<file path="config.mk">
export PLATFORM = sky130hd
export DESIGN_NAME = acp_param_unit
export DESIGN_NICKNAME = d
export VERILOG_FILES = /design/src/acp_pkg.sv /design/src/acp_div_if.sv /design/src/acp_divider.sv /design/src/acp_decay_timer.sv /design/src/acp_param_unit.sv
export VERILOG_INCLUDE_DIRS = /design/src
export SDC_FILE = /design/constraint.sdc
export NUM_CORES = 2
export LEC_CHECK = 0
export BUFFER_PORTS_ARGS = -buffer_cell sky130_fd_sc_hd__buf_4
export CAP_MARGIN = 20
export CELL_PAD_IN_SITES_DETAIL_PLACEMENT = 0
export CELL_PAD_IN_SITES_GLOBAL_PLACEMENT = 1
export CORE_UTILIZATION = 50
export DETAILED_ROUTE_END_ITERATION = 6
export PLACE_DENSITY_LB_ADDON = 0.12
export SETUP_SLACK_MARGIN = 0.3
export SLEW_MARGIN = 40
export SYNTH_ARGS = -nofsm -noshare
export SYNTH_HDL_FRONTEND = slang
export SYNTH_HIERARCHICAL = 1
export SYNTH_SLANG_ARGS = --single-unit
</file>
<file path="constraint.sdc">
create_clock -name pclk -period 12.8 [get_ports pclk]
set_input_delay 1.28 -clock pclk [delete_from_list [all_inputs] [get_ports pclk]]
set_output_delay 1.28 -clock pclk [all_outputs]
set_load 0.005 [all_outputs]
</file>
<file path="src/acp_defines.svh">
// Register map, field positions, reset values and timing constants of the parameter unit.
`ifndef ACP_DEFINES_SVH
`define ACP_DEFINES_SVH
// ----------------------------------------
// Register byte offsets
// ----------------------------------------
`define ACP_A_PEAK   8'h00
`define ACP_A_MIN    8'h04
`define ACP_A_INIT   8'h08
`define ACP_A_TBE    8'h0c
`define ACP_A_FIXED_ROUND_TRIP_TIME   8'h10
`define ACP_A_FACT   8'h14
`define ACP_A_ALLOWED_RATE_DECAY_TIME   8'h18
`define ACP_A_QOS    8'h1c
`define ACP_A_CTRL   8'h20
`define ACP_A_STAT   8'h24
`define ACP_A_MRL    8'h28
`define ACP_A_ICR    8'h2c
`define ACP_A_TCR    8'h30
`define ACP_A_MRM    8'h34
`define ACP_A_ALLOW  8'h38
`define ACP_A_AFLT   8'h3c
// ----------------------------------------
// Field positions
// ----------------------------------------
`define ACP_F_RIF    3:0
`define ACP_F_RDF    7:4
`define ACP_F_NRM    11:8
`define ACP_F_TRM    14:12
`define ACP_F_CDF    18:16
`define ACP_F_SEL    15:8
`define ACP_F_ALLOWED_RATE_DECAY_TIME   9:0
`define ACP_F_QOS    7:0
`define ACP_C_COMMIT 0
`define ACP_C_RESET  1
// ----------------------------------------
// Reset values, limits and constants
// ----------------------------------------
`define ACP_DEF_TBE  24'hff_ffff
`define ACP_DEF_FAC  4'h4
`define ACP_DEF_NRM  4'h5
`define ACP_DEF_TRM  3'h0
`define ACP_DEF_CDF  3'h4
`define ACP_DEF_ALLOWED_RATE_DECAY_TIME 10'h032
`define ACP_DEF_QOS  8'h00
`define ACP_MIN_NRM  4'h1
`define ACP_MAX_NRM  4'h8
`define ACP_CDF_ZERO 3'h7
`define ACP_TCR      24'h00_000a
`define ACP_MRM      24'h00_0002
`define ACP_US_PER_S 44'h000_000f_4240
`define ACP_ALLOWED_RATE_DECAY_TIME_MS  10
`define ACP_CLK_MHZ  100
`define ACP_TICK_CYC (`ACP_ALLOWED_RATE_DECAY_TIME_MS * `ACP_CLK_MHZ * 1000)
`endif

</file>
<file path="src/acp_pkg.sv">
// Types shared by the parameter unit modules.
`default_nettype none
`include "acp_defines.svh"
package acp_pkg;
  typedef enum logic [1:0] {PH_IDLE, PH_DIV} acp_phase_t;
  typedef struct packed {
    logic [23:0] peak;
    logic [23:0] minr;
    logic [23:0] init;
    logic        init_given;
    logic [23:0] transient_buffer_exposure;
    logic [23:0] fixed_round_trip_time;
    logic [3:0]  rate_increase_factor;
    logic [3:0]  rate_decrease_factor;
    logic [3:0]  nrm;
    logic [2:0]  trm;
    logic [2:0]  cdf;
    logic [9:0]  allowed_rate_decay_time;
    logic [7:0]  qos;
    logic [7:0]  sel;
    logic [7:0]  conn;
    acp_phase_t  ph;
    logic        start;
    logic        valid;
    logic [23:0] allowed;
    logic [23:0] mrl;
    logic [15:0] afloat;
    logic        pready;
    logic        pslverr;
    logic [31:0] prdata;
  } acp_state_t;
endpackage : acp_pkg
`default_nettype wire

</file>
<file path="src/acp_div_if.sv">
// Request and answer signals between the unit and its serial divider.
`timescale 1ns/1ps
`default_nettype none
interface acp_div_if #(parameter int NW = 44, parameter int DW = 24) ();
  logic          start;
  logic [NW-1:0] num;
  logic [DW-1:0] den;
  logic          busy;
  logic          done;
  logic [NW-1:0] quot;
  modport req (output start, output num, output den, input busy, input done, input quot);
  modport srv (input start, input num, input den, output busy, output done, output quot);
endinterface : acp_div_if
`default_nettype wire

</file>
<file path="src/acp_divider.sv">
// Serial restoring divider, one quotient bit per clock.
`timescale 1ns/1ps
`default_nettype none
module acp_divider #(
  parameter int NW = 44,
  parameter int DW = 24
) (
  input wire logic clk,
  input wire logic rst_n,
  acp_div_if.srv   dif
);
  if (NW < 2 || NW > 255 || DW < 1 || DW > NW) begin : g_chk
    $error("acp_divider: unsupported widths");
  end
  typedef struct packed {
    logic [DW:0]   rem;
    logic [NW-1:0] quo;
    logic [DW-1:0] den;
    logic [7:0]    cnt;
    logic          busy;
    logic          done;
  } acp_div_state_t;
  acp_div_state_t s_reg, s_next;
  logic [DW:0] rsh;
  // Division by zero yields all ones, which the caller treats as no limit.
  always_comb begin
    s_next = s_reg;
    s_next.done = 1'b0;
    rsh = {s_reg.rem[DW-1:0], s_reg.quo[NW-1]};
    if (dif.start && !s_reg.busy) begin
      s_next.rem = '0;
      s_next.quo = dif.num;
      s_next.den = dif.den;
      s_next.cnt = 8'(NW);
      s_next.busy = 1'b1;
    end else if (s_reg.busy) begin
      if (rsh >= {1'b0, s_reg.den}) begin
        s_next.rem = rsh - {1'b0, s_reg.den};
        s_next.quo = {s_reg.quo[NW-2:0], 1'b1};
      end else begin
        s_next.rem = rsh;
        s_next.quo = {s_reg.quo[NW-2:0], 1'b0};
      end
      s_next.cnt = s_reg.cnt - 8'h01;
      if (s_reg.cnt == 8'h01) begin
        s_next.busy = 1'b0;
        s_next.done = 1'b1;
      end
    end
  end
  always_ff @(posedge clk or negedge rst_n) begin
    if (!rst_n) begin
      s_reg <= '0;
    end else begin
      s_reg <= s_next;
    end
  end
  assign dif.busy = s_reg.busy;
  assign dif.done = s_reg.done;
  assign dif.quot = s_reg.quo;
endmodule : acp_divider
`default_nettype wire

</file>
<file path="src/acp_decay_timer.sv">
// Counts 10 ms ticks since the last RM cell and flags when the decay time runs out.
`timescale 1ns/1ps
`default_nettype none
`include "acp_defines.svh"
module acp_decay_timer #(
  parameter int TICK_CYC = `ACP_TICK_CYC
) (
  input  wire logic       clk,
  input  wire logic       rst_n,
  input  wire logic       run,
  input  wire logic       rm_sent,
  input  wire logic [9:0] limit,
  output logic            expired
);
  if (TICK_CYC < 1 || TICK_CYC > 1048576) begin : g_chk
    $error("acp_decay_timer: tick count out of range");
  end
  typedef struct packed {
    logic [19:0] pre;
    logic [9:0]  ticks;
    logic        exp;
  } acp_tmr_state_t;
  acp_tmr_state_t t_reg, t_next;
  always_comb begin
    t_next = t_reg;
    t_next.exp = 1'b0;
    if (!run || rm_sent) begin
      t_next.pre = '0;
      t_next.ticks = '0;
    end else if (t_reg.pre == 20'(TICK_CYC - 1)) begin
      t_next.pre = '0;
      if (t_reg.ticks + 10'h001 >= limit) begin
        t_next.ticks = '0;
        t_next.exp = 1'b1;
      end else begin
        t_next.ticks = t_reg.ticks + 10'h001;
      end
    end else begin
      t_next.pre = t_reg.pre + 20'h0_0001;
    end
  end
  always_ff @(posedge clk or negedge rst_n) begin
    if (!rst_n) begin
      t_reg <= '0;
    end else begin
      t_reg <= t_next;
    end
  end
  assign expired = t_reg.exp;
endmodule : acp_decay_timer
`default_nettype wire

</file>
<file path="src/acp_param_unit.sv">
// Per-connection rate-adaptive service parameter store and setup calculator.
//
// The APB interface to the registers and the address map are this design's own decisions.
`timescale 1ns/1ps
`default_nettype none
`include "acp_defines.svh"
// Function
// - Signaled rates are unsigned 24-bit cells per second.
// - Allowed rate never exceeds the peak rate.
// - Allowed rate never falls below the minimum rate, except when the minimum is set above the peak, where the peak wins.
// - Increase factor is a power of two, 1/32768 to 1.
// - Cells per forward RM cell is a power of two, 2 to 256.
// - Decrease factor is a power of two, 1/32768 to 1.
// - Decay time kept in 10 ms steps, 0.01 to 10.23 s.
// - No RM cell for the decay time drops allowed rate to initial.
// - RM interval bound is 100 ms times two to exponent -7..0.
// - Round-trip time held in microseconds up to 16.7 s.
// - Buffer exposure is a cell count up to 16,777,215.
// - Cutoff factor is zero or a power of two, 1/64 to 1.
// - Out-of-rate RM cell rate fixed at 10 cells per second.
// - Rates in RM cells use a 16-bit floating point form.
// - Absent optional parameters take defaults; cutoff up, decay time down.
// - Missing RM limit is ceiling of exposure over cells per RM.
// - Initial rate becomes min of itself and exposure over round trip.
// - Unsignaled service class defaults to zero.
module acp_param_unit #(
  parameter int NCONN    = 4,
  parameter int TICK_CYC = `ACP_TICK_CYC
) (
  input  wire logic        pclk,
  input  wire logic        presetn,
  input  wire logic        psel,
  input  wire logic        penable,
  input  wire logic        pwrite,
  input  wire logic [7:0]  paddr,
  input  wire logic [31:0] pwdata,
  output logic [31:0]      prdata,
  output logic             pready,
  output logic             pslverr,
  input  wire logic [23:0] rate_req,
  input  wire logic        rate_load,
  input  wire logic        rm_sent,
  output logic             params_valid,
  output logic [23:0]      allowed_rate,
  output logic [15:0]      allowed_rate_float,
  output logic [23:0]      initial_rate,
  output logic [23:0]      missing_rm_limit,
  output logic [3:0]       rate_increase_exp,
  output logic [3:0]       rate_decrease_exp,
  output logic [3:0]       rm_count_exp,
  output logic [2:0]       rm_interval_exp,
  output logic [2:0]       cutoff_code,
  output logic [9:0]       decay_time
);
  if (NCONN < 2 || NCONN > 256) begin : g_chk
    $error("acp_param_unit: NCONN must be 2 to 256");
  end
  localparam int IW = $clog2(NCONN);

  acp_pkg::acp_state_t st_reg, st_next;
  logic [23:0] mrl_mem [NCONN];
  logic [23:0] icr_mem [NCONN];
  logic        decay_exp;
  logic        setup;
  logic        acc;
  logic        err;
  logic        sel_ok;
  logic [31:0] rd;
  logic [23:0] qsat;
  logic [23:0] eff;
  logic [24:0] csum;
  logic [24:0] cmask;

  acp_div_if #(.NW(44), .DW(24)) dif ();

  // ----------------------------------------
  // Helper functions
  // ----------------------------------------
  function automatic logic [23:0] f_clamp(input logic [23:0] r, input logic [23:0] lo,
                                          input logic [23:0] hi);
    logic [23:0] v;
    v = (r < lo) ? lo : r;
    f_clamp = (v > hi) ? hi : v;
  endfunction : f_clamp

  // Exponent is the msb position, mantissa the nine bits below it, truncated.
  function automatic logic [15:0] f_float(input logic [23:0] v);
    logic [4:0]  e;
    logic [23:0] sh;
    e = 5'h00;
    for (int i = 0; i < 24; i++) begin
      if (v[i]) begin
        e = 5'(i);
      end
    end
    sh = v << (5'd23 - e);
    f_float = (v == 24'h00_0000) ? 16'h0000 : {1'b0, 1'b1, e, sh[22:14]};
  endfunction : f_float

  // A larger cutoff factor has a smaller exponent; the zero code is the smallest.
  function automatic logic f_cdf_up(input logic [2:0] nw, input logic [2:0] cur);
    f_cdf_up = (cur == `ACP_CDF_ZERO) || (nw != `ACP_CDF_ZERO && nw <= cur);
  endfunction : f_cdf_up

  function automatic acp_pkg::acp_state_t f_defaults(input acp_pkg::acp_state_t s);
    acp_pkg::acp_state_t d;
    d = s;
    d.minr = 24'h00_0000;
    d.init_given = 1'b0;
    d.transient_buffer_exposure = `ACP_DEF_TBE;
    d.rate_increase_factor = `ACP_DEF_FAC;
    d.rate_decrease_factor = `ACP_DEF_FAC;
    d.nrm = `ACP_DEF_NRM;
    d.trm = `ACP_DEF_TRM;
    d.cdf = `ACP_DEF_CDF;
    d.allowed_rate_decay_time = `ACP_DEF_ALLOWED_RATE_DECAY_TIME;
    d.qos = `ACP_DEF_QOS;
    d.valid = 1'b0;
    f_defaults = d;
  endfunction : f_defaults

  // ----------------------------------------
  // Sub-blocks
  // ----------------------------------------
  acp_divider #(.NW(44), .DW(24)) u_div (
    .clk   (pclk),
    .rst_n (presetn),
    .dif   (dif.srv)
  );

  acp_decay_timer #(.TICK_CYC(TICK_CYC)) u_tmr (
    .clk     (pclk),
    .rst_n   (presetn),
    .run     (st_reg.valid),
    .rm_sent (rm_sent),
    .limit   (st_reg.allowed_rate_decay_time),
    .expired (decay_exp)
  );

  // Rates are in cells per second and the round trip in microseconds.
  assign dif.start = st_reg.start;
  assign dif.num   = 44'({20'h0_0000, st_reg.transient_buffer_exposure} * `ACP_US_PER_S);
  assign dif.den   = st_reg.fixed_round_trip_time;

  // ----------------------------------------
  // Read decode and write checks
  // ----------------------------------------
  assign setup  = psel && !penable;
  assign acc    = psel && penable && st_reg.pready;
  assign sel_ok = st_reg.sel < 8'(NCONN);

  always_comb begin
    rd = 32'h0000_0000;
    err = 1'b0;
    case (paddr)
      `ACP_A_PEAK: begin
        rd = {8'h00, st_reg.peak};
        err = pwrite && (|pwdata[31:24]);
      end
      `ACP_A_MIN: begin
        rd = {8'h00, st_reg.minr};
        err = pwrite && (|pwdata[31:24]);
      end
      `ACP_A_INIT: begin
        rd = {8'h00, st_reg.init};
        err = pwrite && (|pwdata[31:24]);
      end
      `ACP_A_TBE: begin
        rd = {8'h00, st_reg.transient_buffer_exposure};
        err = pwrite && (|pwdata[31:24]);
      end
      `ACP_A_FIXED_ROUND_TRIP_TIME: begin
        rd = {8'h00, st_reg.fixed_round_trip_time};
        err = pwrite && (|pwdata[31:24]);
      end
      `ACP_A_FACT: begin
        rd = {13'h0000, st_reg.cdf, 1'b0, st_reg.trm, st_reg.nrm, st_reg.rate_decrease_factor, st_reg.rate_increase_factor};
        err = pwrite && (pwdata[`ACP_F_NRM] < `ACP_MIN_NRM || pwdata[`ACP_F_NRM] > `ACP_MAX_NRM
              || !f_cdf_up(pwdata[`ACP_F_CDF], st_reg.cdf));
      end
      `ACP_A_ALLOWED_RATE_DECAY_TIME: begin
        rd = {22'h00_0000, st_reg.allowed_rate_decay_time};
        err = pwrite && (pwdata[`ACP_F_ALLOWED_RATE_DECAY_TIME] == 10'h000 || (|pwdata[31:10])
              || pwdata[`ACP_F_ALLOWED_RATE_DECAY_TIME] > st_reg.allowed_rate_decay_time);
      end
      `ACP_A_QOS: begin
        rd = {24'h00_0000, st_reg.qos};
      end
      `ACP_A_CTRL: begin
        rd = {16'h0000, st_reg.sel, 8'h00};
        err = pwrite && (pwdata[`ACP_C_COMMIT] || pwdata[`ACP_C_RESET])
              && (st_reg.ph != acp_pkg::PH_IDLE || pwdata[`ACP_F_SEL] >= 8'(NCONN));
      end
      `ACP_A_STAT: begin
        rd = {30'h0000_0000, st_reg.valid, st_reg.ph == acp_pkg::PH_DIV};
        err = pwrite;
      end
      `ACP_A_MRL: begin
        rd = sel_ok ? {8'h00, mrl_mem[st_reg.sel[IW-1:0]]} : 32'h0000_0000;
        err = pwrite;
      end
      `ACP_A_ICR: begin
        rd = sel_ok ? {8'h00, icr_mem[st_reg.sel[IW-1:0]]} : 32'h0000_0000;
        err = pwrite;
      end
      `ACP_A_TCR: begin
        rd = {8'h00, `ACP_TCR};
        err = pwrite;
      end
      `ACP_A_MRM: begin
        rd = {8'h00, `ACP_MRM};
        err = pwrite;
      end
      `ACP_A_ALLOW: begin
        rd = {8'h00, st_reg.allowed};
        err = pwrite;
      end
      `ACP_A_AFLT: begin
        rd = {16'h0000, st_reg.afloat};
        err = pwrite;
      end
      default: begin
        err = 1'b1;
      end
    endcase
  end

  // ----------------------------------------
  // Setup results
  // ----------------------------------------
  always_comb begin
    qsat = (|dif.quot[43:24]) ? 24'hff_ffff : dif.quot[23:0];
    eff = (qsat < st_reg.init) ? qsat : st_reg.init;
    cmask = (25'h000_0001 << st_reg.nrm) - 25'h000_0001;
    csum = {1'b0, st_reg.transient_buffer_exposure} + cmask;
    csum = csum >> st_reg.nrm;
  end

  // ----------------------------------------
  // Next state
  // ----------------------------------------
  always_comb begin
    st_next = st_reg;
    st_next.start = 1'b0;
    st_next.pready = setup;
    st_next.pslverr = setup && err;
    if (setup) begin
      st_next.prdata = rd;
    end
    if (acc && pwrite && !st_reg.pslverr) begin
      case (paddr)
        `ACP_A_PEAK: st_next.peak = pwdata[23:0];
        `ACP_A_MIN:  st_next.minr = pwdata[23:0];
        `ACP_A_INIT: begin
          st_next.init = pwdata[23:0];
          st_next.init_given = 1'b1;
        end
        `ACP_A_TBE:  st_next.transient_buffer_exposure = pwdata[23:0];
        `ACP_A_FIXED_ROUND_TRIP_TIME: st_next.fixed_round_trip_time = pwdata[23:0];
        `ACP_A_FACT: begin
          st_next.rate_increase_factor = pwdata[`ACP_F_RIF];
          st_next.rate_decrease_factor = pwdata[`ACP_F_RDF];
          st_next.nrm = pwdata[`ACP_F_NRM];
          st_next.trm = pwdata[`ACP_F_TRM];
          st_next.cdf = pwdata[`ACP_F_CDF];
        end
        `ACP_A_ALLOWED_RATE_DECAY_TIME: st_next.allowed_rate_decay_time = pwdata[`ACP_F_ALLOWED_RATE_DECAY_TIME];
        `ACP_A_QOS:  st_next.qos = pwdata[`ACP_F_QOS];
        `ACP_A_CTRL: begin
          st_next.sel = pwdata[`ACP_F_SEL];
          if (pwdata[`ACP_C_RESET]) begin
            st_next = f_defaults(st_next);
          end else if (pwdata[`ACP_C_COMMIT]) begin
            st_next.conn = pwdata[`ACP_F_SEL];
            if (!st_reg.init_given) begin
              st_next.init = st_reg.peak;
            end
            st_next.valid = 1'b0;
            st_next.start = 1'b1;
            st_next.ph = acp_pkg::PH_DIV;
          end
        end
        default: st_next.sel = st_reg.sel;
      endcase
    end
    case (st_reg.ph)
      acp_pkg::PH_DIV: begin
        if (dif.done) begin
          st_next.init = eff;
          st_next.mrl = csum[23:0];
          st_next.allowed = f_clamp(eff, st_reg.minr, st_reg.peak);
          st_next.valid = 1'b1;
          st_next.ph = acp_pkg::PH_IDLE;
        end
      end
      acp_pkg::PH_IDLE: begin
        if (st_reg.valid && decay_exp) begin
          st_next.allowed = f_clamp(st_reg.init, st_reg.minr, st_reg.peak);
        end else if (st_reg.valid && rate_load) begin
          st_next.allowed = f_clamp(rate_req, st_reg.minr, st_reg.peak);
        end
      end
      default: st_next.ph = acp_pkg::PH_IDLE;
    endcase
    st_next.afloat = f_float(st_next.allowed);
  end

  always_ff @(posedge pclk or negedge presetn) begin
    if (!presetn) begin
      st_reg <= f_defaults('0);
    end else begin
      st_reg <= st_next;
    end
  end

  // Results live per connection so that later setups do not disturb earlier ones.
  always_ff @(posedge pclk) begin
    if (st_reg.ph == acp_pkg::PH_DIV && dif.done) begin
      mrl_mem[st_reg.conn[IW-1:0]] <= csum[23:0];
      icr_mem[st_reg.conn[IW-1:0]] <= eff;
    end
  end

  // ----------------------------------------
  // Outputs
  // ----------------------------------------
  assign prdata             = st_reg.prdata;
  assign pready             = st_reg.pready;
  assign pslverr            = st_reg.pslverr;
  assign params_valid       = st_reg.valid;
  assign allowed_rate       = st_reg.allowed;
  assign allowed_rate_float = st_reg.afloat;
  assign initial_rate       = st_reg.init;
  assign missing_rm_limit   = st_reg.mrl;
  assign rate_increase_exp  = st_reg.rate_increase_factor;
  assign rate_decrease_exp  = st_reg.rate_decrease_factor;
  assign rm_count_exp       = st_reg.nrm;
  assign rm_interval_exp    = st_reg.trm;
  assign cutoff_code        = st_reg.cdf;
  assign decay_time         = st_reg.allowed_rate_decay_time;
endmodule : acp_param_unit
`default_nettype wire

</file>
**Word-level counts from Yosys, hierarchy flattened**

Memories as Yosys holds them, arrays and structs flattened.
Cells that the tools add are included.

- Bits in registers: 407
- Bits in latches: 0
- Bits in writable memories: 192
- Memory bits (read-only): 0
- Input bits: 71
- Output and inout port bits: 151
- Logic and storage cells: 221
- Memories: 2

Memory list:

| name | words | bits a word | rd ports | clocked after memory_dff | wr ports | line | text |
|---|---|---|---|---|---|---|---|
| icr_mem | 4 | 24 | 1 | 0 | 1 | acp_param_unit.sv:62 | `logic [23:0] icr_mem [NCONN];` |
| mrl_mem | 4 | 24 | 1 | 0 | 1 | acp_param_unit.sv:61 | `logic [23:0] mrl_mem [NCONN];` |

- $add $sub $neg: 7
- Multiply operators: 1
- Divide/modulo/power cells: 0
- Order comparisons: 15
- Equality and inequality tests: 21
- Shift operators: 3
- Muxes and demuxes: 80
- Bitwise operators: 2
- Reductions and logical operators: 57

Operators by type and width:

| cell | count |
|---|---|
| $mux 24 | 19 |
| $pmux 24 s16 | 1 |
| $pmux 24 s2 | 5 |
| $mux 227 | 1 |
| $mux 68 | 3 |
| $mux 110 | 1 |
| $mux 5 | 22 |
| $lt 24x24->1 | 4 |
| $mux 93 | 1 |
| $gt 24x24->1 | 3 |
| $eq 8x6->1 const B | 8 |
| $pmux 25 s2 | 1 |
| $mux 49 | 1 |
| $mul 24x14->38 const B | 1 |
| $pmux 18 s2 | 1 |
| $eq 8x5->1 const B | 4 |
| $mux 32 | 1 |
| $mux 30 | 1 |
| $add 24x25->25 | 1 |
| $ge 25x24->1 | 1 |
| $shl 1x4->25 const A | 1 |
| $shr 25x4->24 | 1 |
| $sub 25x1->25 const B | 1 |
| $logic_not 24->1 | 1 |
| other kinds (50) | 102 |

**Depth between registers and ports, before layout**

- Depth in word-level cells: 39
- Mapped depth: 51
- Mapped depth without buffers: 42

**By module**

Netlist, hierarchy kept.

Modules (own cells, without submodules):

| module | instances | cells an instance | area each (um^2) | seq. area each (um^2) |
|---|---|---|---|---|
| acp_param_unit | 1 | 3413 | 34735.8 | 12311.8 |
| acp_divider | 1 | 658 | 6100.9 | 2552.4 |
| acp_decay_timer | 1 | 182 | 1798.0 | 775.7 |

**Least setup slack after synthesis**

Ideal clock, no wire load.

- Path type: flip-flop to flip-flop
- Start point: register u_div.s_reg, in the netlist u_div/dif.quot[34]
- End point: register st_reg, in the netlist allowed_rate_float[1]
- Setup time: 0.125 ns
- Data arrival time: 10.693 ns
- Data required time: 12.675 ns
- Path slack: 1.982 ns
- Stages on the path, launching flop included: 44
- Path buffers: 8
- Clock period less this slack: 10.818 ns
- Cells stage by stage: dfrtp_1 buf_4 nor4_1 nand3_1 clkbuf_1 or3_1 ha_1 nand4_1 or4_1 nor3_1 a211oi_2 and2_1 buf_2 buf_6 buf_2 o21ai_0 ha_1 a2111oi_0 [8 not listed] a211oi_1 o21bai_1 a21o_1 a221oi_1 a21oi_1 or3_1 clkbuf_1 a2111o_1 a221oi_4 nand2_1 a311oi_1 o21ai_1 a211o_1 nand2_4 mux2_2 mux2_4 mux2_2 mux2_2

RTL lines:

| what | line | text |
|---|---|---|
| from (decl) | acp_divider.sv:23 | `acp_div_state_t s_reg, s_next;` |
| from (signal assigned) | acp_divider.sv:55 | `s_reg <= s_next;` |
| to (signal assigned) | acp_param_unit.sv:310 | `st_reg <= f_defaults('0);` |
| to (signal assigned) | acp_param_unit.sv:312 | `st_reg <= st_next;` |
| to (decl) | acp_param_unit.sv:60 | `acp_pkg::acp_state_t st_reg, st_next;` |

==> insert_results.sql <==
INSERT INTO impl_metrics (metric_group, metric, value, unit) VALUES
('placement', 'placed_cell_area', '0.0443', 'mm2'),
('routing', 'vias', '34500', ''),
('synthesis', 'synth_top_family_by_area', 'compound AO/OA/AOI/OAI gates', ''),
('critical_path', 'regToRegSetupSlack', '1.11', 'ns'),
('global_route', 'maximum_number_of_pins_on_one_net_before_global_route_repair', '97', ''),
('synthesis', 'syn-instance-count', '4253', ''),
('synthesis', 'post_synth_instance_area', '0.0426', 'mm2'),
('critical_path', 'critical_path.max_stage_delay', '0.64', 'ns'),
('final_layout', 'layout-drive-gt1-share', '16.5', '%'),
('clocking', 'cts.htree.levels', '3', ''),
('floorplan', 'rows', '106', ''),
('synthesis', 'synth-seq-area-share', '36.7', '%'),
('routing', 'post-route-drc-count', '20', ''),
('critical_path', 'path_class', 'reg -> reg', ''),
('placement', 'worst_slack_at_placement', '0.602', 'ns'),
('floorplan', 'floorplan.initialDensity', '50.8', '%'),
('critical_path', 'most_common_cell_type_on_the_critical_path', 'mux2_2', ''),
('sta', 'setup_violations', '0', ''),
('critical_path', 'critical_path.n_buffers_inverters', '4', ''),
('routing', 'wire_per_inst', '29.1', 'um'),
('synthesis', 'synth-seq-cells', '585', ''),
('sta', 'timing_hold_violations_final', '0', ''),
('global_route', 'global_route.usage.total', '36.7', '%'),
('placement', 'numPlacedInstances', '5322', ''),
('synthesis', 'synth.area.mux_share', '9.08', '%'),
('critical_path', 'critical_path.top_delay_family', 'compound AO/OA/AOI/OAI gates', ''),
('synthesis', 'area_fraction_in_compound_gates_after_synthesis', '17.0', '%'),
('sta', 'report.final.slew_viol_count', '0', ''),
('synthesis', 'synth_flop_cell', 'dfrtp_1', ''),
('routing', 'via_per_inst', '6.32', ''),
('sta', 'clock.fmax', '0.0855', 'GHz'),
('sta', 'setup_slack', '1.11', 'ns'),
('job', 'max_cap_viol_count', '0', ''),
('synthesis', 'post_synth_and_or_nand_nor_area_fraction', '11.1', '%'),
('synthesis', 'parity_gate_share_of_the_synthesized_area_counting_xor_and_xnor_cells', '2.14', '%'),
('clocking', 'cts.clk_slew.worst_paths', '0.06', 'ns'),
('final_layout', 'nNetsFinal', '4813', ''),
('routing', 'detail_route.first_pass.iterations', '7', ''),
('routing', 'route.antenna.remaining_nets', '0', ''),
('critical_path', 'cp-end-kind', 'flop', ''),
('final_layout', 'layout.cell_area.non_filler', '0.0470', 'mm2'),
('routing', 'detail_route.iter0.violations', '4032', ''),
('critical_path', 'worstSetupStartpointType', 'flop', ''),
('clocking', 'tritoncts_num_sinks', '585', ''),
('sta', 'final.period_utilization', '91.3', '%'),
('sta', 'worst_margin_pin_slew', '0.960', 'ns'),
('global_route', 'globalRouteOverflowTotal', '0', ''),
('power_and_ir_drop', 'fin_total_pwr', '4.81', 'mW'),
('synthesis', 'async_reset_ff_share', '67.2', '%'),
('sta', 'grt_setup_unrepaired', 'no', ''),
('power_and_ir_drop', 'power.density_cell_area', '102', 'mW/mm2'),
('sta', 'worst_clock_skew', '0.0432', 'ns'),
('clocking', 'tritoncts_clock_tree', 'built', ''),
('final_layout', 'layout.cells.most_common_list', 'nand2_1, ha_1, dfrtp_1', ''),
('synthesis', 'synth_edf_count', '192', ''),
('final_layout', 'mostFrequentLayoutCell', 'nand2_1', ''),
('critical_path', 'crit_arrival', '12.23', 'ns'),
('critical_path', 'r2r_worst_path_depth', '37', ''),
('critical_path', 'slowest_stage_cell_cp', 'or4_1', ''),
('worst_hold_path', 'hold_path_class', 'reg -> reg', ''),
('critical_path', 'worstSetupPathDepth', '37', ''),
('critical_path', 'timing.critical_path.from', 'u_div/dif.quot[38]$_DFFE_PN0P_', ''),
('status', 'status', 'complete, but fails checks', ''),
('clocking', 'clock_buffers_created_by_tritoncts', '72', ''),
('synthesis', 'yosys_warnings', '6', ''),
('status', 'failed_checks', 'DRC', ''),
('synthesis', 'ys_types', '113', ''),
('floorplan', 'die_w', '294', 'um'),
('floorplan', 'die_h', '294', 'um'),
('global_route', 'antenna_found_initial', '8', ''),
('critical_path', 'critical_path.max_fanout', '24', '');
power by group:
part / switching (mW) / total [mW] / internal, mW / leakage [nW]
logic: 0.321 / 0.526 / 0.205 / 13.8
clock network: 0.884 / 2.25 / 1.36 / 1.26
registers: 0.0734 / 2.04 / 1.96 / 6.87
total: 1.28 / 4.81 / 3.53 / 21.9
metal layers:
layer | global-route usage, % | routed length [um] | vias to the layer above
li1 | - | - | 15400
met1 | 49.6 | 64700 | 16800
met2 | 55.1 | 68100 | 1846
met3 | 9.00 | 16900 | 456
met4 | 17.4 | 9050 | 4
met5 | 0 | 30 | -
synthesized netlist by cell type, types with 54 or more instances:
| cell | instances | area share [%] |
|---|---|---|
| inv_1 | 317 | 2.8 |
| a22oi_1 | 80 | 1.4 |
| a21o_1 | 76 | 1.3 |
| dfrtp_1 | 361 | 21 |
| buf_4 | 195 | 3.4 |
| clkbuf_1 | 162 | 1.4 |
| mux2i_1 | 157 | 3.7 |
| mux2_2 | 99 | 2.6 |
| nor3_1 | 54 | 0.63 |
| edfxtp_1 | 192 | 14 |
| ha_1 | 383 | 11 |
| nor2_1 | 177 | 1.6 |
| xnor2_1 | 75 | 1.5 |
| fa_1 | 97 | 4.6 |
| a31oi_1 | 60 | 0.88 |
| nand3_1 | 90 | 1.1 |
| nand2_1 | 426 | 3.8 |
| o21ai_0 | 268 | 3.1 |
| a21oi_1 | 153 | 1.8 |
worst min-delay path, stage by stage, from the launching register on:
cell,delay [ns]
dfrtp_1,0.34
nand2_1,0.05
o31ai_1,0.05
worst min path at each step:
stage | start | to | slack (ns) | cells after the start
floorplan | missing_rm_limit[2]$_DFFE_PN0P_ | missing_rm_limit[2]$_DFFE_PN0P_ | 0.45 | 2
global placement | st_reg[124]$_DFFE_PN0P_ | st_reg[124]$_DFFE_PN0P_ | 0.46 | 2
detailed placement | missing_rm_limit[1]$_DFFE_PN0P_ | missing_rm_limit[1]$_DFFE_PN0P_ | 0.46 | 2
CTS | prdata[16]$_DFFE_PN0P_ | prdata[16]$_DFFE_PN0P_ | 0.48 | 1
global route | prdata[20]$_DFFE_PN0P_ | prdata[20]$_DFFE_PN0P_ | 0.49 | 1
finish | missing_rm_limit[18]$_DFFE_PN0P_ | missing_rm_limit[18]$_DFFE_PN0P_ | 0.47 | 2
cell families (layout without fill, tap and decap cells):
kind of cell | count (synthesis) | after routing
XOR/XNOR | 104 | 104
AO/OA/AOI/OAI | 1053 | 1053
flip-flops | 585 | 585
AND/OR/NAND/NOR | 1005 | 1005
adder cells (fa/ha/maj) | 480 | 480
buffers and inverters | 714 | 768
multiplexers | 311 | 311
other | 1 | 19
final cells by class:
type	instances	share of cell area, %
Sequential cell	585	33.3
Clock inverter	37	1.16
Clock buffer	97	4.38
Tap cell	1134	3.02
Antenna cell	3	0.0160
Multi-Input combinational cell	2969	50.5
Inverter	322	2.57
Timing Repair Buffer	312	5.05
Power figures use the tool's default switching activity.
